`src/bsc_pkg.sv`:
```
// Shared constants and carriers for the bit-skip and call decode block.
// Assumes a 12-bit instruction word and an 11-bit program counter.
package bsc_pkg;
   localparam int INSN_W = 12;
   localparam int PC_W = 11;
   localparam int DATA_W = 8;
   localparam int RADDR_W = 5;
   localparam int BIDX_W = 3;
   localparam int OPC_W = 4;
   localparam int OPC_HI = 11;
   localparam int OPC_LO = 8;
   localparam int BIDX_HI = 7;
   localparam int BIDX_LO = 5;
   localparam int RADDR_HI = 4;
   localparam int RADDR_LO = 0;
   localparam int IMM_HI = 7;
   localparam int IMM_LO = 0;
   localparam int PAGE_HI = 10;
   localparam int PAGE_LO = 9;
   localparam int HALF_BIT = 8;
   localparam int STAT_PAGE_HI = 6;
   localparam int STAT_PAGE_LO = 5;
   localparam logic [OPC_W-1:0] OPC_BIT_TEST_SKIP_IF_SET = 4'h7;
   localparam logic [OPC_W-1:0] OPC_CALL = 4'h9;
   localparam logic [INSN_W-1:0] INSN_NOP = 12'h000;
   localparam logic [PC_W-1:0] PC_RESET = 11'h7ff;
   localparam logic [PC_W-1:0] PC_STEP = 11'h001;

   typedef struct packed {
      logic load;
      logic [PC_W-1:0] value;
   } bsc_pc_load_t;

   typedef struct packed {
      logic push;
      logic [PC_W-1:0] stack_top_entry;
   } bsc_push_t;
endpackage

```
`src/bsc_decode.sv`:
```
// Combinational decode of one instruction word into the two handled kinds.
// Assumes the word is stable for the whole cycle it is presented.
`timescale 1ns/1ns
module bsc_decode
   import bsc_pkg::*;
(
   // Instruction
   input wire logic [INSN_W-1:0] insn,
   // Decoded fields
   output logic is_skip,
   output logic is_call,
   output logic [BIDX_W-1:0] bit_index,
   output logic [RADDR_W-1:0] reg_addr,
   output logic [DATA_W-1:0] imm
);
   assign is_skip = insn[OPC_HI:OPC_LO] == OPC_BIT_TEST_SKIP_IF_SET;
   assign is_call = insn[OPC_HI:OPC_LO] == OPC_CALL;
   assign bit_index = insn[BIDX_HI:BIDX_LO];
   assign reg_addr = insn[RADDR_HI:RADDR_LO];
   assign imm = insn[IMM_HI:IMM_LO];
endmodule

```
`src/bsc_core.sv`:
```
// Executes the bit-test-skip-if-set and call instructions of the core.
// Assumes fetch presents one word per instruction cycle with its PC, and that
// the register file answers the fetched word's register field on reg_data
// in the same cycle. The counter and the stack act on pc_load and stack_push
// in the cycle they are seen; a stale reg_data makes the skip test misfire.
`timescale 1ns/1ns
module bsc_core
   import bsc_pkg::*;
(
   // Clock and reset
   input wire logic clk,
   input wire logic sys_rst,
   // Fetch
   input wire logic [INSN_W-1:0] insn,
   input wire logic [PC_W-1:0] insn_pc,
   // Register file and status
   input wire logic [DATA_W-1:0] reg_data,
   input wire logic [DATA_W-1:0] status,
   output logic [RADDR_W-1:0] reg_addr,
   // Program counter and stack
   output bsc_pc_load_t pc_load,
   output bsc_push_t stack_push,
   // Pipeline
   output logic flush,
   output logic [INSN_W-1:0] exec_insn,
   output logic status_we
);
   typedef enum logic [1:0] {
      ST_EXEC = 2'b01,
      ST_NOP = 2'b10
   } bsc_state_t;

   bsc_state_t state;
   bsc_state_t next_state;
   logic is_skip;
   logic is_call;
   logic [BIDX_W-1:0] bit_index;
   logic [RADDR_W-1:0] dec_addr;
   logic [DATA_W-1:0] imm;
   logic active;
   logic skip_taken;
   logic call_taken;
   logic tested_bit;
   logic [DATA_W-1:0] bit_hit;
   logic [PC_W-1:0] call_target;
   logic load_pulse;
   logic [PC_W-1:0] load_value;
   logic push_pulse;
   logic [PC_W-1:0] push_value;

   bsc_decode bsc_decode_i (
      .insn(insn),
      .is_skip(is_skip),
      .is_call(is_call),
      .bit_index(bit_index),
      .reg_addr(dec_addr),
      .imm(imm)
   );

   ////////////////////////////////////////////////////////////////////////////
   // Functions
   // Call target: page from status, bit 8 forced low, offset from the word
   function automatic logic [PC_W-1:0] call_dest(input logic [DATA_W-1:0] stat,
                                                 input logic [DATA_W-1:0] offset);
      call_dest = {stat[STAT_PAGE_HI:STAT_PAGE_LO],
                   1'b0,
                   offset};
   endfunction

   // Return address wraps at the top of program memory, as the counter does
   function automatic logic [PC_W-1:0] return_addr(input logic [PC_W-1:0] pc);
      return_addr = pc + PC_STEP;
   endfunction

   // Both a taken skip and a call turn the following fetch slot into a NOP
   function automatic logic discards_next(input logic skip_hit,
                                          input logic call_hit);
      discards_next = skip_hit || call_hit;
   endfunction

   ////////////////////////////////////////////////////////////////////////////
   // Bit select
   // One lane per data bit, so the tested bit needs no variable index
   for (genvar lane = 0; lane < DATA_W; lane = lane + 1) begin : g_bit_lane
      assign bit_hit[lane] = reg_data[lane] && (bit_index == BIDX_W'(lane));
   end
   assign tested_bit = |bit_hit;

   ////////////////////////////////////////////////////////////////////////////
   // Decode terms
   // A word fetched while the pipe is flushed is thrown away, not executed
   // A call in the NOP slot is dropped with that slot
   assign active = state == ST_EXEC;
   assign skip_taken = active && is_skip && tested_bit;
   assign call_taken = active && is_call;
   assign call_target = call_dest(status, imm);

   always_comb begin
      next_state = ST_EXEC;
      case (state)
         ST_EXEC: begin
            if (discards_next(skip_taken, call_taken)) begin
               next_state = ST_NOP;
            end else begin
               next_state = ST_EXEC;
            end
         end
         ST_NOP: begin
            next_state = ST_EXEC;
         end
         default: begin
            next_state = ST_EXEC;
         end
      endcase
   end

   ////////////////////////////////////////////////////////////////////////////
   // State
   always_ff @(posedge clk or posedge sys_rst) begin
      if (sys_rst) begin
         state <= ST_EXEC;
      end else begin
         state <= next_state;
      end
   end

   ////////////////////////////////////////////////////////////////////////////
   // Register read address, registered to keep outputs flop-driven
   // Informational only; the skip test reads reg_data for the word in fetch
   always_ff @(posedge clk or posedge sys_rst) begin
      if (sys_rst) begin
         reg_addr <= '0;
      end else begin
         reg_addr <= dec_addr;
      end
   end

   ////////////////////////////////////////////////////////////////////////////
   // Program counter load pulse
   always_ff @(posedge clk or posedge sys_rst) begin
      if (sys_rst) begin
         load_pulse <= 1'b0;
      end else begin
         load_pulse <= call_taken;
      end
   end

   ////////////////////////////////////////////////////////////////////////////
   // Program counter load value; free running, only valid with the pulse
   always_ff @(posedge clk or posedge sys_rst) begin
      if (sys_rst) begin
         load_value <= '0;
      end else begin
         load_value <= call_target;
      end
   end

   ////////////////////////////////////////////////////////////////////////////
   // Stack push pulse
   always_ff @(posedge clk or posedge sys_rst) begin
      if (sys_rst) begin
         push_pulse <= 1'b0;
      end else begin
         push_pulse <= call_taken;
      end
   end

   ////////////////////////////////////////////////////////////////////////////
   // Stack entry; the return address is the word after the call
   always_ff @(posedge clk or posedge sys_rst) begin
      if (sys_rst) begin
         push_value <= '0;
      end else begin
         push_value <= return_addr(insn_pc);
      end
   end

   ////////////////////////////////////////////////////////////////////////////
   // Output carriers
   // Plain wiring of flops, so every output still comes from a register
   assign pc_load = {load_pulse, load_value};
   assign stack_push = {push_pulse, push_value};

   ////////////////////////////////////////////////////////////////////////////
   // Pipeline flush
   always_ff @(posedge clk or posedge sys_rst) begin
      if (sys_rst) begin
         flush <= 1'b0;
      end else begin
         flush <= discards_next(skip_taken, call_taken);
      end
   end

   ////////////////////////////////////////////////////////////////////////////
   // Executed word
   always_ff @(posedge clk or posedge sys_rst) begin
      if (sys_rst) begin
         exec_insn <= INSN_NOP;
      end else begin
         exec_insn <= active ? insn : INSN_NOP;
      end
   end

   ////////////////////////////////////////////////////////////////////////////
   // Status write: never asserted by these two instructions
   // Tied low on purpose; a flag write here would corrupt the page bits
   always_ff @(posedge clk or posedge sys_rst) begin
      if (sys_rst) begin
         status_we <= 1'b0;
      end else begin
         status_we <= 1'b0;
      end
   end
endmodule

```
`config.mk`:
```
export PLATFORM = sky130hd
export DESIGN_NAME = bsc_core
export DESIGN_NICKNAME = d
export VERILOG_FILES = /design/src/bsc_pkg.sv /design/src/bsc_decode.sv /design/src/bsc_core.sv
export SDC_FILE = /design/constraint.sdc
export NUM_CORES = 1
export LEC_CHECK = 0
export BUFFER_PORTS_ARGS = -buffer_cell sky130_fd_sc_hd__buf_2
export CAP_MARGIN = 20
export CORE_ASPECT_RATIO = 0.9
export CORE_MARGIN = 2
export CORE_UTILIZATION = 35
export DETAILED_ROUTE_END_ITERATION = 8
export PLACE_DENSITY = 0.67
export SETUP_SLACK_MARGIN = 0.2
export SKIP_CTS_REPAIR_TIMING = 1
export SLEW_MARGIN = 20
export SYNTH_ARGS = -nofsm -noshare
export SYNTH_HDL_FRONTEND = slang
export SYNTH_SLANG_ARGS = --single-unit
```
`constraint.sdc`:
```
create_clock -name clk -period 2.59 [get_ports clk]
set_input_delay 0 -clock clk [delete_from_list [all_inputs] [get_ports clk]]
set_output_delay 0 -clock clk [all_outputs]
set_load 0.02 [all_outputs]
```
==> flow_summary.ini, run 1 <==
[floorplanning]
fp-row-count = 21
die-area_um2 = 4480
dieHeight_um = 63.7
core-area_um2 = 3760
num_io_pins = 84
start_util_pct = 36.9
die_w_um = 70.3

[drt]
dr.pass1.iters = 4
m1WireLength_mm = 1.25
drtAntennaViolNets = 0
dr.max_layer_used = met4
dr_wl_met3_um = 220
wl_mm = 3.20
wl_met2_mm = 1.63
via_per_inst = 4.46
vias = 1101
drc = 0
wire_per_inst_um = 12.9
drtIter0Drc = 51

[global_routing]
grt_pass1_vias = 1030
grt_overflow = 0
grt_max_degree = 23
track_usage_pct = 13.4
grt_pass1_wl_mm = 4.66
antenna_found_initial = 0

[sta]
slew_headroom_pct = 47.8
final-hold-violation-count = 0
tns_ns = 0
skew_ns = 0.00312
fmax_ghz = 0.565
layout_min_cycle_time_ns = 1.77
worst_pin_slew_ns = 0.782
maxSlewViolCount = 0
period_share_pct = 68.3
rsz0062_at_grt = no
setup-violations-final = 0

[critical_path]
worstPathArrival_ns = 1.99
worst-setup-path-type = flip-flop to flip-flop
crit_chain = nand3b_1 > nor4b_2 > dlygate4sd3_1
cp-end-kind = flip-flop
slowest_stage = dlygate4sd3_1
cp_num_cells = 3
reg2reg_to = push_pulse
cp_max_fo = 4
required_ns = 2.81
reg2reg_slack_ns = 0.82
rr_startpoint = state[0]
cp_num_buf_inv = 1
critPathTopFamily = buffers and inverters
start_kind = flip-flop
cpPeakStageDelay_ns = 0.62
reg2reg_depth = 3

[cts]
clk_pin_slew_ns = 0.07
cts.htree.levels = 2
cts_tree = done
clockRootBuffer = clkbuf_8
cts_buffers = 5
insertion_delay_ns = 0.28
clk_path_buf_depth = 2
cts.sinks = 37

[synth]
synth_top_area_share_pct = 65.0
async_flop_share_pct = 100
synth_largest_area_cell = dfrtp_1
syn_area_per_cell_um2 = 13.9
synth_cells = 100
syn-cell-area_um2 = 1390
synthFlopType = dfrtp_1
synth-edff-count = 0
ys.warnings.count = 0
synth-seq-area-share_pct = 66.9
synth_area_leaders = dfrtp_1 (65%), buf_4 (4.9%), and2_1 (4.5%)
synth.distinct_cells = 27
ys_seq_elements = 37

[placed_design]
place_hpwl_mm = 2.23
gp_congestion = 0.865
port_buffers = 75

[finish]
antenna_cells = 0
finish.utilization_pct = 56.9
area_delta_synth_final_pct = 54.3
fin_nets = 242
drive_gt1_share_pct = 44.8
fillers = 337

[pwr]
pwr-share-comb_pct = 16.6
switching_share_pct = 24.7
seq_power_share_pct = 46.0
p_sw_mw = 0.336
clkPwrFrac_pct = 37.5
powerDensity_nw_per_um2 = 637
leakage_nw = 1.07
internal_power_mw = 1.03
vdd.ir_drop.worst_mv = 0.288

[worst_hold_path]
holdPathStages = 3
hold_start = insn[8]
hold_path.class = input pin to flip-flop
holdPathEnd = exec_insn[8]

[flow_run]
maxCapViolCount = 0

[outcome]
status = finished clean
[cells in the mapped netlist, drive strengths merged, types with 2 or more instances]
library cell  number
nor3               2
and2              11
mux2i              2
dfrtp             36
nand3b             3
xor2               4
nand3              3
nor2               2
nand2              4
inv                3
nand4              2
buf                9
xnor2              5
a31o               2
[routing by layer]
layer / up-vias / track usage, %
li1: 516 / -
met1: 529 / 15.4
met2: 46 / 22.4
met3: 10 / 5.28
met4: 0 / 5.05
met5: - / 0
[sequential cells by signal, summed over array words and instances, names as in the netlist]
name        cells
exec_insn      12
push_value     11
load_value      6
reg_addr        4
state           2
flush           1
push_pulse      1
[metrics by stage]
stage	total power, mW	setup WS [ns]	cells	hold slack (ns)	instance area [µm²]
floorplan	0.754	1.44	101	0.0314	1390
global route	1.43	0.721	247	0.0618	2140
global placement	0.829	1.31	213	0.111	1760
detailed placement	0.835	1.26	213	0.114	1760
finish	1.36	0.820	247	0.0555	2140
CTS	1.35	1.25	221	-0.189	1880
[worst min-delay path: stages]
cell and delay, ns:
buf_2 0.08, nand3b_1 0.14, inv_1 0.09
[placed cells by master (no fill, tap or decap), drive strengths merged, types with 4 or more instances in the layout]
cell type,n
buf,76
dfrtp,36
dlygate4sd3,26
and2,11
clkbuf,6
xnor2,5
nand2,4
xor2,4
[power groups by stage]
stage	clock network, mW	registers [mW]	logic (mW)
5_1_grt	0.550	0.631	0.245
3_5_place_dp	0	0.638	0.197
3_3_place_gp	0	0.636	0.193
4_1_cts	0.529	0.627	0.198
2_1_floorplan	0	0.687	0.0668
6_report	0.511	0.626	0.226
[worst max-delay path by stage]
stage / start / end / slack (ns)
floorplan: state[0] / flush / 1.44
global placement: state[0] / exec_insn[5] / 1.31
detailed placement: state[0] / exec_insn[5] / 1.26
CTS: state[0] / exec_insn[5] / 1.25
global route: state[0] / push_pulse / 0.72
finish: state[0] / push_pulse / 0.82
[kinds of logic after synthesis]
| group | Yosys count | synth area share, % |
|---|---|---|
| simple gates | 32 | 14.6 |
| fa+ha+maj | 1 | 0.902 |
| compound gates | 4 | 2.62 |
| flops | 37 | 66.9 |
| xor+xnor | 9 | 5.69 |
| other cells | 1 | 0.270 |
| buf+inv | 13 | 5.96 |
| mux | 3 | 3.07 |
[cell type report]
type                            instances  area [µm²]  area share (%)
Clock buffer                            6        82.6            3.86
Clock inverter                          2        37.5            1.75
Inverter                                3        11.3           0.526
Multi-Input combinational cell         51         380            17.8
Sequential cell                        37         927            43.3
Tap cell                               46        57.6            2.69
Timing Repair Buffer                  102         643            30.1
Power figures use the tool's default switching activity.
==> inputs of run 2 (changes only) <==
==> constraint.sdc (replaced) <==
create_clock -name clk -period 1.8 [get_ports clk]
set_input_delay 0 -clock clk [delete_from_list [all_inputs] [get_ports clk]]
set_output_delay 0 -clock clk [all_outputs]
set_load 0.02 [all_outputs]
==> flow_summary.ini, run 2 (synthesis results as in run 1) <==
[global_routing]
grt-busiest-layer = met2
antenna_found_initial = 0
track_usage_pct = 13.8
met3_usage_pct = 4.16
grt_overflow = 0
met1_usage_pct = 16.3
grt_max_degree = 38
grt_pass1_wl_mm = 4.80
use_met2_pct = 23.8
grt_pass1_vias = 1025

[sta]
skew_ns = 0.00496
maxSlewViolCount = 0
final-hold-violation-count = 0
setup-violations-final = 0
period_share_pct = 76.0
layout_min_cycle_time_ns = 1.37
fmax_ghz = 0.731
rsz0062_at_grt = no
slew_headroom_pct = 63.0
worst_pin_slew_ns = 0.554
tns_ns = 0

[critical_path]
cp-end-kind = flip-flop
slowest_stage = dlygate4sd3_1
cp_max_fo = 5
reg2reg_slack_ns = 0.51
critPathTopFamily = buffers and inverters
crit_chain = dlygate4sd3_1 > buf_2 > mux4_2 > nand2b_4 > a31o_1
cp_num_buf_inv = 2
start_kind = input pin
worst-setup-path-type = input pin to flip-flop
required_ns = 1.97
worstPathArrival_ns = 1.54
cpPeakStageDelay_ns = 0.52

[cts]
clk_pin_slew_ns = 0.07
insertion_delay_ns = 0.27
clockRootBuffer = clkbuf_8
cts.htree.levels = 2
clk_path_buf_depth = 2
cts_buffers = 5
cts_tree = done
cts.sinks = 37

[drt]
via_per_inst = 4.43
drtAntennaViolNets = 0
drtIter0Drc = 35
vias = 1091
dr.pass1.iters = 4
wire_per_inst_um = 13.4
wl_mm = 3.31
drc = 0

[finish]
antenna_cells = 0
seq_area_um2 = 927
top_register = exec_insn
final_cell_mix = buf_2 (75), dfrtp_1 (36), dlygate4sd3_1 (25), and2_1 (10), clkbuf_8 (6)
drive_gt1_share_pct = 44.5
final_common_cell = buf_2
final-instance-count-excl-fill = 246
fillers = 323
multiInputGateArea_um2 = 380
area_delta_synth_final_pct = 53.3
largest_reg_flops = 12
largest_registers = exec_insn: 12 flops, push_value: 11 flops, load_value: 6 flops
fin_nets = 241

[floorplanning]
die-area_um2 = 4480
num_io_pins = 84
fp-row-count = 21
start_util_pct = 36.9
dieHeight_um = 63.7
die_w_um = 70.3
core-area_um2 = 3760

[pwr]
vdd.ir_drop.worst_mv = 0.371
powerDensity_nw_per_um2 = 916
leakage_nw = 1.07

[placed_design]
place_inst = 213
port_buffers = 75
place_hpwl_mm = 2.24
gp_congestion = 0.872

[flow_run]
maxCapViolCount = 0

[worst_hold_path]
hold_path.class = input pin to flip-flop

[outcome]
status = finished clean
run 2: power by group:
| group | switching, mW | internal (mW) |
|---|---|---|
| combinational | 0.184 | 0.140 |
| clock | 0.269 | 0.451 |
| sequential | 0.0154 | 0.887 |
run 2: path summary, 6_finish.rpt:
kind | startpoint | endpoint | depth (start not counted)
worst max-delay path | insn[5] | state[1] | 5
worst min-delay path | insn[8] | exec_insn[8] | 3
worst max register to register | state[0] | exec_insn[5] | 2
worst min register to register | state[0] | exec_insn[8] | 2
max in group asynchronous | sys_rst | state[0] | 4
min in group asynchronous | sys_rst | load_value[9] | 4
run 2: layer usage:
metal	up-vias	part of all wire (%)
li1	517	-
met2	49	55
met5	-	0
met3	2	5.9
met4	0	0.85
met1	523	38
run 2: metrics by stage:
step	hold slack [ns]	power (mW)	instance area [µm²]	setup WS [ns]	util [%]
after floorplan	0.0314	1.08	1390	0.653	-
after global placement	0.112	1.19	1760	0.527	46.8
after detailed placement	0.109	1.20	1760	0.504	46.8
after CTS	-0.181	1.93	1880	0.485	49.9
after global routing	0.0801	2.04	2130	0.390	56.6
final	0.0612	1.95	2130	0.432	56.6
run 2: area by class of cell:
type,count,share of cell area [%]
Sequential cell,37,43.6
Clock inverter,1,1.41
Clock buffer,7,4.06
Multi-Input combinational cell,51,17.9
Timing Repair Buffer,101,29.8
Inverter,3,0.530
Tap cell,46,2.71
run 2: tightest hold or removal path, delay by kind of cell:
family                 cells  cell delay (ns)
buffers and inverters      2             0.16
AND/OR/NAND/NOR            1             0.14
==> inputs of run 3 (changes only) <==
--- a/config.mk
+++ b/config.mk
@@ -11,7 +11,7 @@
 export CORE_MARGIN = 2
 export CORE_UTILIZATION = 35
 export DETAILED_ROUTE_END_ITERATION = 8
-export PLACE_DENSITY = 0.67
+export PLACE_DENSITY = 0.7
 export SETUP_SLACK_MARGIN = 0.2
 export SKIP_CTS_REPAIR_TIMING = 1
 export SLEW_MARGIN = 20
==> constraint.sdc (replaced) <==
create_clock -name clk -period 1.2 [get_ports clk]
set_input_delay 0 -clock clk [delete_from_list [all_inputs] [get_ports clk]]
set_output_delay 0 -clock clk [all_outputs]
set_load 0.02 [all_outputs]
==> flow_summary.ini, run 3 (synthesis results as in run 1) <==
[outcome]
status = finished with violations
violations = negative hold slack, negative setup slack

[drt]
vias = 1077
wire_per_inst_um = 12.5
wl_mm = 3.08
drtIter0Drc = 33
drc = 0
drtAntennaViolNets = 0
via_per_inst = 4.36
dr.pass1.iters = 4

[critical_path]
reg2reg_depth = 3
slowest_stage = dfstp_2
cp_max_fo = 4
cp_num_cells = 3
start_kind = flip-flop
cp_num_buf_inv = 0
cpPeakStageDelay_ns = 0.53
required_ns = 1.42
worst-setup-path-type = flip-flop to flip-flop
cp-end-kind = flip-flop
crit_chain = nand3b_1 > nor4b_4 > a31o_1
worstPathArrival_ns = 1.46
critPathTopFamily = flip-flops

[finish]
area_delta_synth_final_pct = 56.1
largest_registers = exec_insn: 12 flops, push_value: 11 flops, load_value: 6 flops
top_register = exec_insn
final_common_cell = buf_2
fin_nets = 242
largest_reg_flops = 12
finalInstanceArea_um2 = 2160
final_cell_mix = buf_2 (75), dfrtp_1 (36), dlygate4sd3_1 (23), and2_4 (10), clkbuf_8 (6)
drive_gt1_share_pct = 50.7
finish.utilization_pct = 57.6
antenna_cells = 0

[placed_design]
port_buffers = 75
dpl_cell_area_um2 = 1790
gp_congestion = 0.822
place_hpwl_mm = 2.24

[sta]
setup-violations-final = 2
final-hold-violation-count = 2
layout_min_cycle_time_ns = 1.24
maxSlewViolCount = 0
setup_ws_ns = -0.0392
holdWs_ns = -0.0577
fmax_ghz = 0.807
period_share_pct = 103
rsz0062_at_grt = yes
skew_ns = 0.00256

[cts]
clk_path_buf_depth = 2
cts_buffers = 5
cts_tree = done
clk_pin_slew_ns = 0.07
cts.htree.levels = 2
insertion_delay_ns = 0.28
cts.sinks = 37
clockRootBuffer = clkbuf_8

[worst_hold_path]
holdPathStages = 2
hold_path.class = input pin to flip-flop

[floorplanning]
start_util_pct = 36.9
fp-row-count = 21
die-area_um2 = 4480
num_io_pins = 84
die_w_um = 70.3
core-area_um2 = 3760
dieHeight_um = 63.7

[global_routing]
antenna_found_initial = 0
grt_max_degree = 27
grt_overflow = 0
grt_pass1_wl_mm = 4.34
grt_pass1_vias = 912
track_usage_pct = 13.2

[flow_run]
maxCapViolCount = 0

[pwr]
powerDensity_nw_per_um2 = 1370
vdd.ir_drop.worst_mv = 0.560
leakage_nw = 1.10
==> run 3: routing by layer <==
| metal | share of wire (%) | vias up | wire length, µm | global-route usage, % |
|---|---|---|---|---|
| met5 | 0 | - | 0 | 0 |
| met4 | 1.9 | 0 | 58 | 6.49 |
| met3 | 8.4 | 5 | 257 | 6.24 |
| met2 | 49 | 57 | 1520 | 19.9 |
| met1 | 40 | 500 | 1240 | 15.9 |
| li1 | - | 515 | - | - |
==> run 3: worst register-to-register path, cell delays in order, from the launching register on <==
cell and delay, ns:
dfstp_2 0.53, nand3b_1 0.17, nor4b_4 0.33, a31o_1 0.15
==> run 3: layout make-up <==
type                            count  area [µm²]
Clock buffer                        6        82.6
Clock inverter                      2        37.5
Fill cell                         313        1590
Inverter                            3        11.3
Multi-Input combinational cell     51         413
Sequential cell                    37         927
Tap cell                           46        57.6
Timing Repair Buffer              102         636
==> run 3: power breakdown <==
part,switching (mW),internal (mW),total (mW)
logic,0.280,0.239,0.519
registers,0.0232,1.33,1.35
clock network,0.424,0.675,1.10
==> run 3: per-stage QoR <==
step           setup TNS (ns)  total power, mW  setup slack (ns)  hold WS [ns]  std cells
2_1_floorplan               0             1.63            0.0773        0.0314        101
3_3_place_gp                0             1.80            0.0487        0.0132        216
3_5_place_dp          -0.0529             1.81           -0.0288        0.0172        216
4_1_cts               -0.0793             2.93           -0.0405        -0.291        224
5_1_grt                -0.251             3.12           -0.0951       -0.0664        247
6_report              -0.0676             2.97           -0.0392       -0.0577        247
==> run 3: final timing paths <==
| path | end | slack [ns] | start |
|---|---|---|---|
| max reg2reg | state[1] | -0.04 | state[0] |
| min | push_pulse | -0.06 | insn[9] |
| max in group asynchronous | state[0] | 0.56 | sys_rst |
| min in group asynchronous | push_value[7] | 0.28 | sys_rst |
| max | state[1] | -0.04 | state[0] |
| min reg2reg | exec_insn[8] | 0.66 | state[0] |
